==> src/rx_stat_pkg.sv <==
/*
 * constants shared by the receive statistics and fault-status block:
 * histogram bin limits, frame length limits, register map and field layout.
 * assumes a 32-bit AXI4-Lite register bus and frame lengths counted in bytes.
 */
package rx_stat_pkg;

	// ************************************************************
	// frame length limits
	// ************************************************************
	localparam int LEN_W = 16;
	localparam logic [LEN_W-1:0] LEN_DROP_BELOW = 16'h0004;
	localparam logic [LEN_W-1:0] LEN_SMALL_BELOW = 16'h0040;
	localparam int BIN_N = 5;
	// upper histogram bins: 1549-2047, 2048-4095, 4096-8191, 8192-9215, above 9215
	localparam logic [LEN_W-1:0] BIN_LO [BIN_N] = '{16'h060d, 16'h0800, 16'h1000,
		16'h2000, 16'h2400};
	localparam logic [LEN_W-1:0] BIN_HI [BIN_N] = '{16'h07ff, 16'h0fff, 16'h1fff,
		16'h23ff, 16'hffff};

	// ************************************************************
	// link fault sequence detection
	// ************************************************************
	localparam logic [1:0] SEQ_FAULT_COUNT = 2'h3;
	localparam logic [6:0] COL_CLEAR_COUNT = 7'h7f;

	// ************************************************************
	// register map
	// ************************************************************
	localparam logic [7:0] ADDR_CTRL = 8'h00;
	localparam logic [7:0] ADDR_STATUS = 8'h04;
	localparam int CTRL_MAX_LEN_LSB = 0;
	localparam int CTRL_CHECK_PRE_BIT = 16;
	localparam int CTRL_CHECK_SFD_BIT = 17;
	localparam int CTRL_TP_CHECK_BIT = 18;
	localparam logic [14:0] MAX_LEN_RESET = 15'h2580;
	localparam int STAT_LOCAL_BIT = 0;
	localparam int STAT_REMOTE_BIT = 1;
	localparam int STAT_INT_LOCAL_BIT = 2;
	localparam int STAT_RCV_LOCAL_BIT = 3;
	localparam logic [1:0] RESP_OKAY = 2'h0;
	localparam logic [1:0] RESP_SLVERR = 2'h2;

	typedef enum logic [1:0] {
		FLT_NONE = 2'b00,
		FLT_LOCAL = 2'b01,
		FLT_REMOTE = 2'b10
	} fault_t;

endpackage : rx_stat_pkg

==> src/rx_frame_length_tracker.sv <==
/*
 * running byte count of the receive frame in flight with truncation detect.
 * assumes beats from the receive parser on the same clock, sof and eof
 * marking the first and last beat of a frame.
 */
`timescale 1ns/1ps
`default_nettype none

module rx_frame_length_tracker
	import rx_stat_pkg::*;
#(
	parameter int BEAT_BYTES = 8,
	parameter int BYTES_W = $clog2(BEAT_BYTES + 1)
) (
	input wire logic clk,
	input wire logic nrst,
	input wire logic beat_valid,
	input wire logic beat_sof,
	input wire logic beat_eof,
	input wire logic [BYTES_W-1:0] beat_bytes,
	input wire logic [14:0] max_len,
	output logic frame_done,
	output logic [LEN_W-1:0] frame_len,
	output logic trunc_now
);

	logic [LEN_W-1:0] len_r;
	logic [LEN_W-1:0] len_nxt;
	logic trunc_r;
	logic trunc_nxt;
	logic [LEN_W-1:0] base;
	logic [LEN_W:0] sum;
	logic over;

	// ************************************************************
	// length accumulation, saturating at the counter width
	// ************************************************************
	assign base = beat_sof ? '0 : len_r;
	assign sum = {1'b0, base} + {{(LEN_W + 1 - BYTES_W){1'b0}}, beat_bytes};
	assign frame_len = sum[LEN_W] ? '1 : sum[LEN_W-1:0];
	assign over = frame_len > {1'b0, max_len};
	assign trunc_now = beat_valid && over && !(trunc_r && !beat_sof);
	assign frame_done = beat_valid && beat_eof;
	assign len_nxt = beat_valid ? frame_len : len_r;
	assign trunc_nxt = beat_valid ? (over && !beat_eof) : trunc_r;

	always_ff @(posedge clk or negedge nrst) begin
		if (!nrst) begin
			len_r <= '0;
			trunc_r <= 1'b0;
		end else begin
			len_r <= len_nxt;
			trunc_r <= trunc_nxt;
		end
	end

endmodule : rx_frame_length_tracker

`default_nettype wire

==> src/rx_statistics_fault_status.sv <==
/*
 * receive statistics increments and fault status of a 10/25 Gb/s mac with pcs.
 * assumes the receive parser, pcs decoder and fcs checker sit on clk and hand
 * over per-cycle events; counters outside add the statistics increment outputs every cycle.
 */
// Our own choices: the AXI4-Lite interface to the registers and the register offsets.
`timescale 1ns/1ps
`default_nettype none

// Summary of operation
// - pulse bins for frames of 1549-2047 and 2048-4095 bytes, good or bad
// - pulse bins for frames of 4096-8191 and 8192-9215 bytes, good or bad
// - two-bit count of frames with wrong check sequence, stomped ones excluded
// - check sequence equal to inverted correct one is stomped, counted separately
// - check sequence indicators last one cycle per event, back to back allowed
// - pulse for frames from 64 bytes to maximum length with wrong check sequence
// - bad preamble indicator fires whatever the preamble check setting
// - bad delimiter indicator fires whatever the delimiter check setting
// - signal ordered-set indicator goes high when such a word arrives
// - two-bit test pattern mismatch count while checking enabled, else zero
// - truncate frame past 15-bit maximum length, one-cycle truncation pulse
// - local fault level is internal or received local fault
// - remote fault level follows detected remote fault condition
// - internal local fault while pattern generation, alignment loss or high ber
// - received local fault from link fault sequence detection while it lasts
// - flag each received block with a valid control code
// - pulse catch-all bin for frames above 9215 bytes
// - frames under 4 bytes dropped, under 64 bytes counted as small
module rx_statistics_fault_status
	import rx_stat_pkg::*;
#(
	parameter int BEAT_BYTES = 8,
	parameter int BYTES_W = $clog2(BEAT_BYTES + 1)
) (
	input wire logic clk,
	input wire logic nrst,
	input wire logic s_axi_awvalid,
	output logic s_axi_awready,
	input wire logic [7:0] s_axi_awaddr,
	input wire logic s_axi_wvalid,
	output logic s_axi_wready,
	input wire logic [31:0] s_axi_wdata,
	input wire logic [3:0] s_axi_wstrb,
	output logic s_axi_bvalid,
	input wire logic s_axi_bready,
	output logic [1:0] s_axi_bresp,
	input wire logic s_axi_arvalid,
	output logic s_axi_arready,
	input wire logic [7:0] s_axi_araddr,
	output logic s_axi_rvalid,
	input wire logic s_axi_rready,
	output logic [31:0] s_axi_rdata,
	output logic [1:0] s_axi_rresp,
	input wire logic rx_beat_valid,
	input wire logic rx_beat_sof,
	input wire logic rx_beat_eof,
	input wire logic [BYTES_W-1:0] rx_beat_bytes,
	input wire logic [31:0] rx_fcs_received,
	input wire logic [31:0] rx_fcs_computed,
	input wire logic rx_preamble_bad,
	input wire logic rx_sfd_bad,
	input wire logic rx_signal_os_word,
	input wire logic [1:0] rx_tp_mismatch,
	input wire logic rx_ctrl_block_valid,
	input wire logic rx_seq_valid,
	input wire logic rx_seq_remote,
	input wire logic tp_gen_active,
	input wire logic lane_align_lost,
	input wire logic hi_ber,
	output logic check_preamble_en,
	output logic check_sfd_en,
	output logic rx_truncate,
	output logic rx_truncated,
	output logic rx_packet_small,
	output logic [1:0] rx_packet_small_cnt,
	output logic rx_packet_1549_2047,
	output logic rx_packet_2048_4095,
	output logic rx_packet_4096_8191,
	output logic rx_packet_8192_9215,
	output logic rx_packet_large,
	output logic [1:0] rx_bad_fcs,
	output logic [1:0] rx_stomped_fcs,
	output logic rx_packet_bad_fcs,
	output logic rx_bad_preamble,
	output logic rx_bad_sfd,
	output logic rx_signal_ordered_set_seen,
	output logic [1:0] rx_test_pattern_mismatch,
	output logic rx_local_fault,
	output logic rx_remote_fault,
	output logic rx_internal_local_fault,
	output logic rx_received_local_fault,
	output logic rx_valid_ctrl_code
);

	// ************************************************************
	// decoding helpers
	// ************************************************************
	function automatic logic in_range(input logic [LEN_W-1:0] v,
		input logic [LEN_W-1:0] lo, input logic [LEN_W-1:0] hi);
		in_range = (v >= lo) && (v <= hi);
	endfunction : in_range

	function automatic logic [1:0] to_cnt(input logic ev);
		to_cnt = {1'b0, ev};
	endfunction : to_cnt

	// ************************************************************
	// register bus
	// ************************************************************
	logic [14:0] max_len_r;
	logic chk_pre_r;
	logic chk_sfd_r;
	logic tp_chk_r;
	logic aw_held_r;
	logic w_held_r;
	logic [7:0] aw_addr_r;
	logic [31:0] w_data_r;
	logic [3:0] w_strb_r;
	logic bvalid_r;
	logic [1:0] bresp_r;
	logic rvalid_r;
	logic [31:0] rdata_r;
	logic [1:0] rresp_r;
	logic aw_take;
	logic w_take;
	logic wr_fire;
	logic rd_take;
	logic wr_ctrl;
	logic [31:0] ctrl_word;
	logic [31:0] status_word;
	logic [31:0] rd_word;
	logic rd_hit;
	logic [14:0] max_len_nxt;

	assign aw_take = s_axi_awvalid && !aw_held_r;
	assign w_take = s_axi_wvalid && !w_held_r;
	assign wr_fire = aw_held_r && w_held_r && !bvalid_r;
	assign wr_ctrl = wr_fire && (aw_addr_r == ADDR_CTRL);
	assign rd_take = s_axi_arvalid && !rvalid_r;
	assign ctrl_word = {13'h0000, tp_chk_r, chk_sfd_r, chk_pre_r, 1'b0, max_len_r};
	assign status_word = {28'h0000000, rx_received_local_fault, rx_internal_local_fault,
		rx_remote_fault, rx_local_fault};
	assign rd_hit = (s_axi_araddr == ADDR_CTRL) || (s_axi_araddr == ADDR_STATUS);
	assign rd_word = (s_axi_araddr == ADDR_CTRL) ? ctrl_word :
		(s_axi_araddr == ADDR_STATUS) ? status_word : 32'h00000000;
	assign max_len_nxt = {w_strb_r[1] ? w_data_r[14:8] : max_len_r[14:8],
		w_strb_r[0] ? w_data_r[7:0] : max_len_r[7:0]};

	always_ff @(posedge clk or negedge nrst) begin
		if (!nrst) begin
			aw_held_r <= 1'b0;
			w_held_r <= 1'b0;
			aw_addr_r <= 8'h00;
			w_data_r <= 32'h00000000;
			w_strb_r <= 4'h0;
		end else begin
			if (aw_take) begin
				aw_held_r <= 1'b1;
				aw_addr_r <= s_axi_awaddr;
			end else if (wr_fire) begin
				aw_held_r <= 1'b0;
			end
			if (w_take) begin
				w_held_r <= 1'b1;
				w_data_r <= s_axi_wdata;
				w_strb_r <= s_axi_wstrb;
			end else if (wr_fire) begin
				w_held_r <= 1'b0;
			end
		end
	end

	always_ff @(posedge clk or negedge nrst) begin
		if (!nrst) begin
			max_len_r <= MAX_LEN_RESET;
			chk_pre_r <= 1'b0;
			chk_sfd_r <= 1'b0;
			tp_chk_r <= 1'b0;
		end else if (wr_ctrl) begin
			max_len_r <= max_len_nxt;
			if (w_strb_r[2]) begin
				chk_pre_r <= w_data_r[CTRL_CHECK_PRE_BIT];
				chk_sfd_r <= w_data_r[CTRL_CHECK_SFD_BIT];
				tp_chk_r <= w_data_r[CTRL_TP_CHECK_BIT];
			end
		end
	end

	always_ff @(posedge clk or negedge nrst) begin
		if (!nrst) begin
			bvalid_r <= 1'b0;
			bresp_r <= RESP_OKAY;
			rvalid_r <= 1'b0;
			rdata_r <= 32'h00000000;
			rresp_r <= RESP_OKAY;
		end else begin
			if (wr_fire) begin
				bvalid_r <= 1'b1;
				bresp_r <= (aw_addr_r == ADDR_CTRL) || (aw_addr_r == ADDR_STATUS) ?
					RESP_OKAY : RESP_SLVERR;
			end else if (s_axi_bready) begin
				bvalid_r <= 1'b0;
			end
			if (rd_take) begin
				rvalid_r <= 1'b1;
				rdata_r <= rd_word;
				rresp_r <= rd_hit ? RESP_OKAY : RESP_SLVERR;
			end else if (s_axi_rready) begin
				rvalid_r <= 1'b0;
			end
		end
	end

	assign s_axi_awready = !aw_held_r;
	assign s_axi_wready = !w_held_r;
	assign s_axi_bvalid = bvalid_r;
	assign s_axi_bresp = bresp_r;
	assign s_axi_arready = !rvalid_r;
	assign s_axi_rvalid = rvalid_r;
	assign s_axi_rdata = rdata_r;
	assign s_axi_rresp = rresp_r;
	assign check_preamble_en = chk_pre_r;
	assign check_sfd_en = chk_sfd_r;

	// ************************************************************
	// frame length and classification
	// ************************************************************
	logic frame_done;
	logic [LEN_W-1:0] frame_len;
	logic trunc_now;
	logic frame_kept;
	logic fcs_wrong;
	logic fcs_stomped;
	logic [BIN_N-1:0] bin_hit;

	rx_frame_length_tracker #(
		.BEAT_BYTES(BEAT_BYTES),
		.BYTES_W(BYTES_W)
	) u_len (
		.clk(clk),
		.nrst(nrst),
		.beat_valid(rx_beat_valid),
		.beat_sof(rx_beat_sof),
		.beat_eof(rx_beat_eof),
		.beat_bytes(rx_beat_bytes),
		.max_len(max_len_r),
		.frame_done(frame_done),
		.frame_len(frame_len),
		.trunc_now(trunc_now)
	);

	assign frame_kept = frame_done && (frame_len >= LEN_DROP_BELOW);
	assign fcs_wrong = rx_fcs_received != rx_fcs_computed;
	assign fcs_stomped = rx_fcs_received == ~rx_fcs_computed;

	genvar gi;
	generate
		for (gi = 0; gi < BIN_N; gi++) begin : g_bin
			assign bin_hit[gi] = frame_kept && in_range(frame_len, BIN_LO[gi], BIN_HI[gi]);
		end
	endgenerate

	// ************************************************************
	// per-cycle increments
	// ************************************************************
	logic [BIN_N-1:0] bin_r;
	logic small_r;
	logic [1:0] bad_fcs_r;
	logic [1:0] stomped_r;
	logic pkt_bad_fcs_r;
	logic trunc_r;
	logic bad_pre_r;
	logic bad_sfd_r;
	logic sig_os_r;
	logic [1:0] tp_mis_r;
	logic vcc_r;
	logic [1:0] tp_mis_nxt;

	assign tp_mis_nxt = tp_chk_r ? ({1'b0, rx_tp_mismatch[0]} + {1'b0, rx_tp_mismatch[1]}) :
		2'h0;

	always_ff @(posedge clk or negedge nrst) begin
		if (!nrst) begin
			bin_r <= '0;
			small_r <= 1'b0;
			bad_fcs_r <= 2'h0;
			stomped_r <= 2'h0;
			pkt_bad_fcs_r <= 1'b0;
			trunc_r <= 1'b0;
			bad_pre_r <= 1'b0;
			bad_sfd_r <= 1'b0;
			sig_os_r <= 1'b0;
			tp_mis_r <= 2'h0;
			vcc_r <= 1'b0;
		end else begin
			bin_r <= bin_hit;
			small_r <= frame_kept && (frame_len < LEN_SMALL_BELOW);
			bad_fcs_r <= to_cnt(frame_kept && fcs_wrong && !fcs_stomped);
			stomped_r <= to_cnt(frame_kept && fcs_stomped);
			pkt_bad_fcs_r <= frame_kept && fcs_wrong && (frame_len >= LEN_SMALL_BELOW) &&
				(frame_len <= {1'b0, max_len_r});
			trunc_r <= trunc_now;
			bad_pre_r <= rx_preamble_bad;
			bad_sfd_r <= rx_sfd_bad;
			sig_os_r <= rx_signal_os_word;
			tp_mis_r <= tp_mis_nxt;
			vcc_r <= rx_ctrl_block_valid;
		end
	end

	assign rx_packet_1549_2047 = bin_r[0];
	assign rx_packet_2048_4095 = bin_r[1];
	assign rx_packet_4096_8191 = bin_r[2];
	assign rx_packet_8192_9215 = bin_r[3];
	assign rx_packet_large = bin_r[4];
	assign rx_packet_small = small_r;
	assign rx_packet_small_cnt = {1'b0, small_r};
	assign rx_bad_fcs = bad_fcs_r;
	assign rx_stomped_fcs = stomped_r;
	assign rx_packet_bad_fcs = pkt_bad_fcs_r;
	assign rx_truncated = trunc_r;
	assign rx_truncate = trunc_r;
	assign rx_bad_preamble = bad_pre_r;
	assign rx_bad_sfd = bad_sfd_r;
	assign rx_signal_ordered_set_seen = sig_os_r;
	assign rx_test_pattern_mismatch = tp_mis_r;
	assign rx_valid_ctrl_code = vcc_r;

	// ************************************************************
	// link fault sequence detection
	// ************************************************************
	fault_t fault_r;
	fault_t fault_nxt;
	logic last_remote_r;
	logic [1:0] seq_cnt_r;
	logic [1:0] seq_cnt_nxt;
	logic [6:0] col_cnt_r;
	logic [6:0] col_cnt_nxt;
	logic same_seq;
	logic col_expire;

	assign same_seq = (rx_seq_remote == last_remote_r) && (seq_cnt_r != 2'h0);
	assign col_expire = !rx_seq_valid && (col_cnt_r == COL_CLEAR_COUNT);
	assign seq_cnt_nxt = rx_seq_valid ? (same_seq ? ((seq_cnt_r == SEQ_FAULT_COUNT) ?
		seq_cnt_r : seq_cnt_r + 2'h1) : 2'h1) : (col_expire ? 2'h0 : seq_cnt_r);
	assign col_cnt_nxt = rx_seq_valid ? 7'h00 : (col_expire ? col_cnt_r : col_cnt_r + 7'h01);

	always_comb begin
		fault_nxt = fault_r;
		case (fault_r)
			FLT_NONE, FLT_LOCAL, FLT_REMOTE: begin
				if (rx_seq_valid && same_seq && (seq_cnt_r >= SEQ_FAULT_COUNT - 2'h1)) begin
					fault_nxt = rx_seq_remote ? FLT_REMOTE : FLT_LOCAL;
				end else if (col_expire) begin
					fault_nxt = FLT_NONE;
				end
			end
			default: begin
				fault_nxt = FLT_NONE;
			end
		endcase
	end

	always_ff @(posedge clk or negedge nrst) begin
		if (!nrst) begin
			fault_r <= FLT_NONE;
			last_remote_r <= 1'b0;
			seq_cnt_r <= 2'h0;
			col_cnt_r <= 7'h00;
		end else begin
			fault_r <= fault_nxt;
			seq_cnt_r <= seq_cnt_nxt;
			col_cnt_r <= col_cnt_nxt;
			if (rx_seq_valid) begin
				last_remote_r <= rx_seq_remote;
			end
		end
	end

	// ************************************************************
	// fault levels
	// ************************************************************
	logic int_lf_r;
	logic rcv_lf_r;
	logic lf_r;
	logic rf_r;
	logic int_lf_nxt;
	logic rcv_lf_nxt;

	assign int_lf_nxt = tp_gen_active || lane_align_lost || hi_ber;
	assign rcv_lf_nxt = fault_nxt == FLT_LOCAL;

	always_ff @(posedge clk or negedge nrst) begin
		if (!nrst) begin
			int_lf_r <= 1'b0;
			rcv_lf_r <= 1'b0;
			lf_r <= 1'b0;
			rf_r <= 1'b0;
		end else begin
			int_lf_r <= int_lf_nxt;
			rcv_lf_r <= rcv_lf_nxt;
			lf_r <= int_lf_nxt || rcv_lf_nxt;
			rf_r <= fault_nxt == FLT_REMOTE;
		end
	end

	assign rx_internal_local_fault = int_lf_r;
	assign rx_received_local_fault = rcv_lf_r;
	assign rx_local_fault = lf_r;
	assign rx_remote_fault = rf_r;

endmodule : rx_statistics_fault_status

`default_nettype wire

==> config.mk <==
export PLATFORM = sky130hd
export DESIGN_NAME = rx_statistics_fault_status
export DESIGN_NICKNAME = d
export VERILOG_FILES = /design/src/rx_stat_pkg.sv /design/src/rx_frame_length_tracker.sv /design/src/rx_statistics_fault_status.sv
export SDC_FILE = /design/constraint.sdc
export NUM_CORES = 1
export LEC_CHECK = 0
export ABC_AREA = 1
export BUFFER_PORTS_ARGS = -buffer_cell sky130_fd_sc_hd__buf_2
export CAP_MARGIN = 10
export CORE_ASPECT_RATIO = 0.8
export CORE_UTILIZATION = 47
export CTS_CLUSTER_SIZE = 30
export DETAILED_ROUTE_END_ITERATION = 8
export PLACE_DENSITY = 0.79
export SETUP_SLACK_MARGIN = 0.05
export SYNTH_ARGS = -nofsm -noshare
export SYNTH_HDL_FRONTEND = slang
export SYNTH_SLANG_ARGS = --single-unit
==> constraint.sdc <==
create_clock -name clk -period 2.75 [get_ports clk]
set_input_delay 0.1375 -clock clk [delete_from_list [all_inputs] [get_ports clk]]
set_output_delay 0.1375 -clock clk [all_outputs]
set_load 0.02 [all_outputs]
Word-level counts from Yosys, hierarchy flattened

Index checks and enable logic that the tools add are counted.

Add/sub/neg operators: 4
Order comparisons: 16
Eq/ne operators: 13
Muxes and demuxes: 24
Bitwise gates (word level): 1
Reductions and logical operators: 60

Operators by type and width:

| kind                                                                | count |
|---|---|
| equality test 32 bit                                                | 1 |
| greater-or-equal comparator 16 x 14 -> 1 bit, second input constant | 2 |
| logical AND 1 bit                                                   | 32 |
| 2-to-1 mux 16 bit                                                   | 2 |
| != test 32 bit                                                      | 1 |
| NOT 32 bit                                                          | 1 |
| 2-to-1 mux 2 bit                                                    | 11 |
| 2-to-1 mux 19 bit                                                   | 1 |
| adder 16 x 4 -> 17 bit                                              | 1 |
| equality test 8 x 3 -> 1 bit, second input constant                 | 2 |
| greater-or-equal comparator 16 x 11 -> 1 bit, second input constant | 1 |
| greater-or-equal comparator 16 x 12 -> 1 bit, second input constant | 1 |
| greater-or-equal comparator 16 x 13 -> 1 bit, second input constant | 1 |
| greater-or-equal comparator 16 x 3 -> 1 bit, second input constant  | 1 |
| greater-or-equal comparator 16 x 7 -> 1 bit, second input constant  | 1 |
| > comparator 16 x 15 -> 1 bit                                       | 1 |
| less-or-equal comparator 16 x 11 -> 1 bit, second input constant    | 1 |
| less-or-equal comparator 16 x 12 -> 1 bit, second input constant    | 1 |
| less-or-equal comparator 16 x 13 -> 1 bit, second input constant    | 1 |
| less-or-equal comparator 16 x 14 -> 1 bit, second input constant    | 1 |
| less-or-equal comparator 16 x 15 -> 1 bit                           | 1 |
| less-or-equal comparator 16 bit, second input constant              | 1 |
| logical NOT 8 bit                                                   | 2 |
| < comparator 16 x 7 -> 1 bit, second input constant                 | 1 |
| 19 further kinds                                                    | 49 |

Register bits: 137
Input port bits: 141
Output and inout bits: 68
Logic and storage cells: 154

Depth between registers and ports, before layout

Gate-level depths: netlist of run 1.

Depth in word-level cells: 8
Mapped depth: 27
Depth with buffers taken out: 26

By module

Synthesis of run 1 repeated with hierarchy kept, for this count alone.

Cells, all modules: 966
Area total of the unflattened synthesis: 7485.9 um^2

By module, submodules not included:

| module                     | instances | cells each | area an instance (um^2) | seq. area each (um^2) |
|---|---|---|---|---|
| rx_statistics_fault_status | 1         | 703        | 5617.9                  | 2582.5 |
| rx_frame_length_tracker    | 1         | 263        | 1868.0                  | 425.4 |

Worst setup path before layout of run 1

No wires, ideal clock.

Path type: register to register
Start: register u_len.len_r[0]
End: register pkt_bad_fcs_r (netlist: rx_packet_bad_fcs)
Setup time: 0.071 ns
Arrival: 2.967 ns
Data required time: 2.679 ns
Path slack: -0.288 ns
Stages on the path, launching flop included: 25
Buffers on the path: 1
Period minus slack after synthesis: 3.038 ns
Cell sequence: dfrtp_1 -> inv_1 -> nor2_1 -> ha_1 -> fa_1 -> nand3_1 -> nand3_1 -> nand2_2 -> nor2_8 -> inv_2 -> buf_6 -> nand3_2 -> ha_1 -> a21o_1 -> o21bai_1 -> nand3_1 -> nand2_1 -> nand2_1 -> nand2_1 -> nand2_1 -> nand2_1 -> nand2_1 -> inv_1 -> nand2_1 -> nor2_1

Cells in the longest elaborated chain, start to end: 8
Elaborated cells between the ends (all ways): 10
Classes of those cells: add/sub (1); order compare (3); mux (2); reduce/logical (4)

Ends and longest elaborated chain:

| item                                        | RTL line                          | text |
|---|---|---|
| from (decl)                                 | rx_frame_length_tracker.sv:27     | `logic [LEN_W-1:0] len_r;` |
| from (signal assigned)                      | rx_frame_length_tracker.sv:52     | `len_r <= len_nxt;` |
| 2-to-1 mux 16 bit *                         | rx_frame_length_tracker.sv:38     | `assign base = beat_sof ? '0 : len_r;` |
| adder 16 x 4 -> 17 bit *                    | rx_frame_length_tracker.sv:39     | `assign sum = {1'b0, base} + {{(LEN_W + 1 - BYTES_W){1'b0}}, beat_bytes};` |
| 2-to-1 mux 16 bit *                         | rx_frame_length_tracker.sv:40     | `assign frame_len = sum[LEN_W] ? '1 : sum[LEN_W-1:0];` |
| via frame_len[7]                            | rx_statistics_fault_status.sv:229 | `logic [LEN_W-1:0] frame_len;` |
| greater-or-equal comparator 16 x 3 -> 1 bit | rx_statistics_fault_status.sv:252 | `assign frame_kept = frame_done && (frame_len >= LEN_DROP_BELOW);` |
| logical AND 1 bit                           | rx_statistics_fault_status.sv:252 |  |
| logical AND 1 bit (2 in a row)              | rx_statistics_fault_status.sv:300 | `pkt_bad_fcs_r <= frame_kept && fcs_wrong && (frame_len >= LEN_SMALL_BELOW) &&` |
| logical AND 1 bit *                         | rx_statistics_fault_status.sv:300 |  |
| to (signal assigned)                        | rx_statistics_fault_status.sv:300 |  |
| to (decl)                                   | rx_statistics_fault_status.sv:270 | `logic pkt_bad_fcs_r;` |

Mark *: on every way through the listed nets, which the timed path passes. The rest lies on a longest branch.
A chain may end at the register's enable or synchronous reset.

Final worst setup path of run 1

Start: register u_len.len_r[0]
End: register u_len.trunc_r

Cells in the longest elaborated chain, start to end: 5

Ends and longest elaborated chain:

| item                          | RTL line                          | text |
|---|---|---|
| 2-to-1 mux 16 bit             | rx_frame_length_tracker.sv:38     |  |
| adder 16 x 4 -> 17 bit        | rx_frame_length_tracker.sv:39     |  |
| 2-to-1 mux 16 bit             | rx_frame_length_tracker.sv:40     |  |
| via frame_len[11]             | rx_statistics_fault_status.sv:229 |  |
| > comparator 16 x 15 -> 1 bit | rx_frame_length_tracker.sv:41     | `assign over = frame_len > {1'b0, max_len};` |
| logical AND 1 bit             | rx_frame_length_tracker.sv:45     | `assign trunc_nxt = beat_valid ? (over && !beat_eof) : trunc_r;` |
| to (signal assigned)          | rx_frame_length_tracker.sv:53     | `trunc_r <= trunc_nxt;` |
| to (decl)                     | rx_frame_length_tracker.sv:29     | `logic trunc_r;` |

The timed path passes the listed nets, and every way through them passes these cells.

==> impl_metrics.tcl, run 1 <==
set metrics [dict create \
    status "finished, violations left" \
    violations "negative setup slack" \
    fmaxAchievable_ghz 0.325 \
    synth_seq_area_share_pct 44.5 \
    clk_latency_ps 410 \
    root_buffer "clkbuf_16" \
    synth_edf_count 0 \
    grt_overflow 0 \
    synthArstFlopShare_pct 100 \
    period_minus_slack_ps 3080 \
    wire_per_inst_um 14.8 \
    grt_max_degree 65 \
    power_mw 6.19 \
    reg2reg_from "u_len.len_r[0]" \
    ys.flop_type "dfrtp_1" \
    dpl.hpwl_um 12300 \
    cp_max_fo 7 \
    initial_core_util_pct 49.0 \
    cp-end-kind "flip-flop" \
    io_buffers 174 \
    grt_setup_unrepaired "yes" \
    dp.cells 1183 \
    synth_most_common_cell "nand2_1" \
    die_area_um2 14900 \
    cap_violations 0 \
    synth_top_area_share_pct 43.0 \
    yosys.area.top_type "dfrtp_1" \
    seq_area_um2 3010 \
    fin_crit_sh_pct 112 \
    synth_common_cells "nand2_1, dfrtp_1, inv_1" \
    peakVddDrop_v 0.000605 \
    core_area_um2 13800 \
    layout-drive-gt1-share_pct 32.8 \
    hold_depth 3 \
    clock_skew_ps 9.06 \
    reg2reg_slack_ps -330 \
    fp.dieH_um 109 \
    clock_sink_count 120 \
    multi_input_area_um2 3370 \
    crit_path_start_kind "flip-flop" \
    r2r_end "u_len.trunc_r" \
    reg2regPathDepth 20 \
    num_rows 38 \
    nets 1234 \
    cts_buffers 17 \
    hold_violations 0 \
    synthCells 810 \
    syn_area_um2 6760 \
    first_iter_violations 425 \
    hold_end "u_len.trunc_r" \
    max_slew_margin_pct 47.8 \
    wl_um 18600 \
    grt_pass1_vias 6370 \
    area_growth_syn_to_layout_pct 37.4 \
    drtPass1Iterations 5 \
    arrival_ps 3370 \
    p_per_area_nw_per_um2 666 \
    ys_top_cells_by_area "dfrtp_1, nand2_1, inv_1, nor2_1, ha_1" \
    leakagePower_nw 4.74 \
    io_pins 209 \
    ys_types 45 \
    cts_tree "done" \
    dr_total_vias 6502 \
    cp.required_ps 3050 \
    cts_buffer_depth 2 \
    drc 0 \
    n_antenna_cell 0 \
    antenna_left 0 \
    setup_viol 3 \
    grt_use_total_pct 25.4 \
    hold_start "rx_beat_eof" \
    antenna_found_initial 0 \
    clk_pin_slew_ps 60 \
    tightestPinTransition_ps 776 \
    grt_first_pass_wirelength_um 29100 \
    instances_no_fill 1261 \
    h-tree-depth 4 \
    finalMaxSlewViolations 0 \
    hp-class "input port to flip-flop" \
    die_w_um 136 \
    yosysWarnings 0 \
    viasPerCell 5.16 \
    gp_congestion 0.882 \
    synth-seq-cells 120 \
    path_class "flip-flop to flip-flop" \
    fill_cells 1037 \
    syn_area_per_cell_um2 8.34 \
    setup_ws_ps -327 \
]
[metal layers]
layer  vias up  part of all wire, %  GRT usage (%)
met1      3091                   40           29.7
li1       3110                    -              -
met4         0                  2.4           10.5
met5         -                    0              0
met2       263                   50           45.5
met3        38                  6.8           4.93
[timing repair]
action                                  in CTS  in global routing
gates resized for setup                      7                 43
pin swaps                                   11                 15
gates cloned                                 0                  1
setup buffers                                3                  5
hold buffers                                37                  0
endpoints found under the setup margin       3                 10
endpoints found under the hold margin       60                  0
[worst max path at each step]
| stage | startpoint | cells past startpoint | slack [ps] | to |
|---|---|---|---|---|
| 2_1_floorplan | u_len.len_r[0] | 25 | -60 | rx_packet_bad_fcs |
| 3_3_place_gp | u_len.len_r[0] | 24 | -180 | rx_truncate |
| 3_5_place_dp | u_len.len_r[0] | 25 | -310 | rx_truncate |
| 4_1_cts | u_len.len_r[0] | 24 | -220 | rx_truncate |
| 5_1_grt | u_len.len_r[0] | 23 | -520 | rx_truncate |
| 6_report | u_len.len_r[0] | 20 | -330 | u_len.trunc_r |
[cell families (layout without fill, tap and decap cells)]
family,Yosys count,after routing,synth area share (%)
mux,9,9,1.50
buf+inv,155,408,10.4
xor+xnor,36,36,4.67
fa+ha+maj,25,25,4.74
compound gates,108,108,9.02
other cells,1,19,0.0555
simple gates,356,356,25.1
flops,120,120,44.5
[registers in the layout, summed over array words and instances (netlist names), 2 cells and up]
register,cells
w_data_r,18
aw_addr_r,8
s_axi_rdata,18
fault_r,2
max_len_r,15
u_len.len_r,16
seq_cnt_r,2
rx_test_pattern_mismatch,2
bin_r,5
col_cnt_r,7
w_strb_r,3
[metrics by stage]
stage / setup slack, ps / TNS, ps / hold slack [ps] / utilization, % / area (µm²)
2_1_floorplan: -64.7 / -172 / -158 / - / 6880
3_3_place_gp: -177 / -516 / 70.3 / 58.3 / 8040
3_5_place_dp: -313 / -882 / 70.0 / 58.3 / 8040
4_1_cts: -224 / -628 / 3.12 / 65.6 / 9050
5_1_grt: -523 / -1870 / 12.5 / 67.4 / 9290
6_report: -327 / -922 / 15.7 / 67.4 / 9290
[cell usage in the layout, fill, tap and decap left out, drive strengths merged]
cell,count
a211oi,3
a21o,1
a21oi,33
a22o,2
a31oi,8
buf,225
bufinv,2
clkbuf,17
clkinv,5
clkinvlp,2
conb,19
dfrtp,116
dfstp,4
dlygate4sd3,37
fa,1
ha,24
inv,120
mux2,9
nand2,143
nand3,71
nand3b,1
nand4,15
nor2,101
nor3,8
nor3b,1
nor4,12
o21a,1
o21ai,46
o21bai,3
o31ai,11
or2,3
or3,1
xnor2,17
xor2,19
[worst max-delay path, cell delays in order (launching register included)]
cell,delay (ps)
dfrtp_1,380
inv_1,60
nor2_1,40
ha_2,200
fa_2,430
nand3_2,100
nand3_4,110
nand2_4,120
nor2_8,70
inv_8,90
nand3_4,90
ha_4,290
nand4_1,140
nor2_2,160
buf_4,120
buf_4,90
nand4_1,110
nand2_1,120
nand2_2,90
nand3b_1,100
nand2_1,60
[area by class of cell]
cell class / count / share of cell area (%)
clock buffer: 17 / 4.58
clock inverter: 15 / 1.79
inverter: 113 / 4.70
multi-input combinational: 553 / 36.3
sequential: 120 / 32.4
tap: 180 / 2.42
timing repair buffer: 262 / 17.8
timing repair inverter: 1 / 0.0674
[report_power, final]
| group | leakage (nW) | switching (mW) | internal, mW | total (mW) |
|---|---|---|---|---|
| Clock | 0.287 | 0.890 | 1.35 | 2.24 |
| Combinational | 2.94 | 0.953 | 0.677 | 1.63 |
| Sequential | 1.51 | 0.186 | 2.13 | 2.31 |
| Total | 4.74 | 2.03 | 4.16 | 6.19 |
Note: power is estimated with default switching activity, not from simulation.
==> run 2, diff against run 1 <==
--- a/config.mk
+++ b/config.mk
@@ -12,7 +12,7 @@
 export CORE_UTILIZATION = 47
 export CTS_CLUSTER_SIZE = 30
 export DETAILED_ROUTE_END_ITERATION = 8
-export PLACE_DENSITY = 0.79
+export PLACE_DENSITY_LB_ADDON = 0.25
 export SETUP_SLACK_MARGIN = 0.05
 export SYNTH_ARGS = -nofsm -noshare
 export SYNTH_HDL_FRONTEND = slang
==> impl_metrics.tcl, run 2 (same netlist as run 1, synthesis figures left out) <==
set metrics [dict create \
    clock_skew_ps 12.7 \
    cp_common_cell "nand2_1" \
    final_common_cell "buf_2" \
    cap_violations 0 \
    setup_ws_ps -283 \
    cts_tree "done" \
    whs_ps 8.07 \
    layout_common_cells "buf_2, nand2_1, dfrtp_1, inv_1, nor2_1" \
    crit_path_start_kind "flip-flop" \
    viasPerCell 4.95 \
    critPathMaxStageDelay_ps 430 \
    arrival_ps 3370 \
    die_area_um2 14900 \
    critical_path.cell_chain "inv_1 -> nor2_1 -> ha_2 -> fa_2 -> inv_2 -> nor2_2 -> nor2_4 -> nor2_4 -> nand4_1 -> nand2_2 -> ha_4 -> nand4_1 -> nor2_2 -> nand2_1 -> nand3_1 -> nand2_1 -> nand2_1 -> nand2_1 -> nand2_1 -> nand2_2 -> nand2_2 -> nand2_2 -> a21oi_2" \
    path_class "flip-flop to flip-flop" \
    grt_pass1_vias 6129 \
    grt_use_total_pct 24.8 \
    wire_per_inst_um 13.8 \
    core_area_um2 13800 \
    setup_viol 4 \
    cp_max_fo 3 \
    area_growth_syn_to_layout_pct 37.8 \
    die_w_um 136 \
    wl_um 17500 \
    cp-end-kind "flip-flop" \
    tightestPinTransition_ps 893 \
    first_iter_violations 394 \
    peakVddDrop_v 0.000468 \
    cts_buffers 17 \
    finalMaxSlewViolations 0 \
    fill_cells 1109 \
    root_buffer "clkbuf_16" \
    status "finished, violations left" \
    dpl.hpwl_um 12700 \
    cts_buffer_depth 2 \
    num_rows 38 \
    nets 1241 \
    grt_setup_unrepaired "yes" \
    dpl_worst_slack_ps -310 \
    max_slew_margin_pct 39.9 \
    fin_crit_sh_pct 110 \
    grt_max_degree 68 \
    initial_core_util_pct 49.0 \
    io_pins 209 \
    h-tree-depth 4 \
    grt_overflow 0 \
    period_minus_slack_ps 3030 \
    antenna_left 0 \
    p_per_area_nw_per_um2 671 \
    antenna_found_initial 0 \
    io_buffers 174 \
    cp.required_ps 3080 \
    n_antenna_cell 0 \
    clk_latency_ps 410 \
    crit_slowest_cell "fa_2" \
    gp_congestion 0.897 \
    hp-class "input port to flip-flop" \
    dr_total_vias 6263 \
    grt_first_pass_wirelength_um 28400 \
    layout-drive-gt1-share_pct 33.1 \
    clock_sink_count 120 \
    fmaxAchievable_ghz 0.330 \
    hold_violations 0 \
    drc 0 \
    violations "negative setup slack" \
    drtPass1Iterations 5 \
    fp.dieH_um 109 \
    clk_pin_slew_ps 50 \
    power_mw 6.25 \
    leakagePower_nw 4.77 \
]
## run 2: cell types whose count changed in the layout (fill, tap and decap cells not counted), moves of 3 or more
cell and delta:
inv_6 -3, buf_4 +11, nand2_2 +5, nand2_1 -4
## run 2: path summary, 6_finish.rpt
path,from,end,slack [ps],cells after the start
min in group asynchronous,nrst,aw_addr_r[3],400,2
setup reg to reg,u_len.len_r[0],rx_truncate,-280,23
setup / recovery,u_len.len_r[0],rx_truncate,-280,23
hold / removal,rx_beat_eof,u_len.trunc_r,8,3
hold reg to reg,u_len.trunc_r,rx_truncate,450,1
max in group asynchronous,nrst,max_len_r[10],1490,3
## run 2: metal layers
metal	vias up	routed length, µm	global-route usage [%]
met4	0	310	8.17
met3	29	1140	5.16
li1	3132	-	-
met1	2882	7450	29.6
met5	-	0	0
met2	220	8630	44.5
## run 2: critical path, delay by kind of cell, from the launching register on
kind	cells	cell delay (ps)
adders and majority gates	3	900
AOI/OAI and AO/OA	1	110
DFF	1	370
buffers and inverters	2	120
and+or+nand+nor	17	1470
## run 2: metrics by stage
step	instance area [µm²]	cells	setup TNS, ps	utilization, %
3_5_place_dp	8060	1188	-862	58.5
3_3_place_gp	8060	1188	-486	58.5
2_1_floorplan	6880	828	-172	-
6_report	9310	1266	-816	67.5
5_1_grt	9310	1266	-2240	67.5
4_1_cts	9200	1261	-369	66.7
## run 2: area by class of cell
class                      count  area, µm²  share of cell area [%]
sequential                   120       3010                    32.3
tap                          180        225                    2.42
clock inverter                11        171                    1.84
timing repair inverter         1       3.75                  0.0403
timing repair buffer         269       1680                    18.1
inverter                     113        433                    4.65
multi-input combinational    553       3330                    35.8
clock buffer                  19        453                    4.87
## run 2: repair_timing
| item | 4_1_cts | 5_1_grt |
|---|---|---|
| cloned | 1 | 0 |
| hold buffers | 36 | 0 |
| setup endpoints to repair | 3 | 11 |
| setup buffers | 6 | 5 |
| pin swaps | 15 | 22 |
| endpoints found under the hold margin | 97 | 0 |
| gates resized for setup | 21 | 22 |
## run 2: where the power goes
part           internal [mW]  switching, mW  total, mW
clock                   1.56          0.803       2.36
sequential              2.13          0.184       2.31
combinational          0.661          0.917       1.58
total                   4.35           1.90       6.25
==> run 3, diff against run 2 <==
--- a/config.mk
+++ b/config.mk
@@ -10,10 +10,12 @@
 export CAP_MARGIN = 10
 export CORE_ASPECT_RATIO = 0.8
 export CORE_UTILIZATION = 47
+export CTS_BUF_LIST = sky130_fd_sc_hd__clkbuf_16
 export CTS_CLUSTER_SIZE = 30
 export DETAILED_ROUTE_END_ITERATION = 8
 export PLACE_DENSITY_LB_ADDON = 0.25
 export SETUP_SLACK_MARGIN = 0.05
+export SLEW_MARGIN = 20
 export SYNTH_ARGS = -nofsm -noshare
 export SYNTH_HDL_FRONTEND = slang
 export SYNTH_SLANG_ARGS = --single-unit
==> impl_metrics.tcl, run 3 (same netlist as run 1, synthesis figures left out) <==
set metrics [dict create \
    hold_start "rx_beat_eof" \
    period_minus_slack_ps 3040 \
    crit_path_start_kind "flip-flop" \
    fin_crit_sh_pct 110 \
    fp.dieH_um 109 \
    cp-end-kind "flip-flop" \
    crit_start "u_len.len_r[0]" \
    p_sw_mw 1.90 \
    layout-drive-gt1-share_pct 33.0 \
    grt_max_degree 68 \
    gp_congestion 0.897 \
    area_growth_syn_to_layout_pct 37.5 \
    finalMaxSlewViolations 0 \
    viasPerCell 4.94 \
    nets 1241 \
    arrival_ps 3370 \
    die_area_um2 14900 \
    cp.required_ps 3080 \
    combPwrFrac_pct 25.5 \
    grtUsageMet2_pct 44.2 \
    n_antenna_cell 0 \
    hold_end "u_len.trunc_r" \
    die_w_um 136 \
    postPlaceCellArea_um2 8060 \
    initial_core_util_pct 49.0 \
    final_util_pct 67.4 \
    grt_overflow 0 \
    antenna_left 0 \
    clk_pin_slew_ps 50 \
    leakagePower_nw 4.76 \
    fmaxAchievable_ghz 0.329 \
    tightestPinTransition_ps 878 \
    drtPass1Iterations 5 \
    final_common_cell "buf_2" \
    cts_buffer_depth 2 \
    dpl.hpwl_um 12700 \
    crit_buf_inv 2 \
    p_int_mw 4.29 \
    cts_buffers 17 \
    p_clk_share_pct 37.1 \
    cp_max_fo 3 \
    setup_ws_ps -288 \
    io_buffers 174 \
    status "finished, violations left" \
    layout_common_cells "buf_2, nand2_1, dfrtp_1, inv_1, nor2_1" \
    io_pins 209 \
    max_slew_margin_pct 41.0 \
    grt_setup_unrepaired "yes" \
    grt.met3_usage_pct 5.30 \
    hold_depth 3 \
    switching_share_pct 30.7 \
    r2r_end "rx_truncate" \
    antenna_found_initial 0 \
    crit_slowest_cell "fa_2" \
    wl_um 17500 \
    peakVddDrop_v 0.000570 \
    grt.busiest_layer "met2" \
    wire_per_inst_um 13.8 \
    clock_skew_ps 11.9 \
    drc 0 \
    reg2reg_from "u_len.len_r[0]" \
    grt_pass1_vias 6143 \
    h-tree-depth 4 \
    critPathMaxStageDelay_ps 430 \
    grt_use_total_pct 24.8 \
    path_class "flip-flop to flip-flop" \
    root_buffer "clkbuf_16" \
    cp_common_cell "nand2_1" \
    reg2regPathDepth 23 \
    first_iter_violations 352 \
    critical_path.cell_chain "inv_1 -> nor2_1 -> ha_2 -> fa_2 -> inv_2 -> nor2_2 -> nor2_4 -> nor2_4 -> nand4_1 -> nand2_2 -> ha_4 -> nand4_1 -> nor2_2 -> nand2_1 -> nand3_1 -> nand2_1 -> nand2_1 -> nand2_1 -> nand2_1 -> nand2_2 -> nand2_2 -> nand2_2 -> a21oi_2" \
    p_per_area_nw_per_um2 666 \
    clock_sink_count 120 \
    reg2reg_slack_ps -290 \
    gr-usage-met1_pct 29.7 \
    num_rows 38 \
    grt_first_pass_wirelength_um 28400 \
    dr_total_vias 6259 \
    seqPwrFrac_pct 37.4 \
    whs_ps 11.0 \
    cap_violations 0 \
    violations "negative setup slack" \
    cts_tree "done" \
    fill_cells 1115 \
    finish.instance_area_um2 9290 \
    path_delay_family "simple AND/OR/NAND/NOR gates" \
    clk_latency_ps 400 \
    hold_violations 0 \
    setup_viol 4 \
    core_area_um2 13800 \
    hp-class "input port to flip-flop" \
]
## run 3: cell types whose count changed in the layout (fill, tap and decap cells not counted)
cell	before	now
clkinv_1	0	2
clkbuf_8	2	0
## run 3: final cells by class
class | count | area [µm²] | area share, %
Multi-Input combinational cell | 553 | 3330 | 35.9
Sequential cell | 120 | 3010 | 32.4
Timing Repair Buffer | 269 | 1680 | 18.1
Inverter | 113 | 433 | 4.66
Clock buffer | 17 | 425 | 4.58
Tap cell | 180 | 225 | 2.42
Clock inverter | 13 | 179 | 1.93
Timing Repair inverter | 1 | 3.75 | 0.0404
## run 3: worst min-delay path, stage by stage
cell	delay, ps
buf_2	90
nand3b_1	90
nand2_1	40
## run 3: metal layers
metal / vias to the layer above / share of wire, %
li1: 3126 / -
met1: 2893 / 43
met2: 214 / 49
met3: 26 / 6.1
met4: 0 / 1.7
met5: - / 0
## run 3: repair_timing
item / 4_1_cts / 5_1_grt
setup buffers: 6 / 5
hold buffers: 36 / 0
resized for setup: 21 / 22
pin swaps: 15 / 22
gates cloned: 1 / 0
setup endpoints to repair: 3 / 11
endpoints found under the hold margin: 97 / 0
## run 3: power by group through the flow
stage          Combinational (mW)  Sequential [mW]  Clock [mW]
6_report                     1.58             2.31        2.30
5_1_grt                      1.78             2.35        2.43
4_1_cts                      1.52             2.31        2.34
3_5_place_dp                 1.43             2.34           0
3_3_place_gp                 1.39             2.32           0
2_1_floorplan               0.913             2.36           0
## run 3: through the flow
stage          power [mW]  setup TNS [ps]  std cells  setup WS (ps)
6_report             6.19            -833       1266           -288
5_1_grt              6.57           -2240       1266           -492
4_1_cts              6.17            -368       1261           -143
3_5_place_dp         3.77            -862       1188           -310
3_3_place_gp         3.71            -486       1188           -162
2_1_floorplan        3.27            -172        828          -64.7
## run 3: worst max path at each step
stage                                    to  slack [ps]  cells past startpoint
after global placement        u_len.trunc_r        -160                     24
final                           rx_truncate        -290                     23
after detailed placement        rx_truncate        -310                     25
after floorplan           rx_packet_bad_fcs         -60                     25
after CTS                       rx_truncate        -140                     23
after global routing            rx_truncate        -490                     23
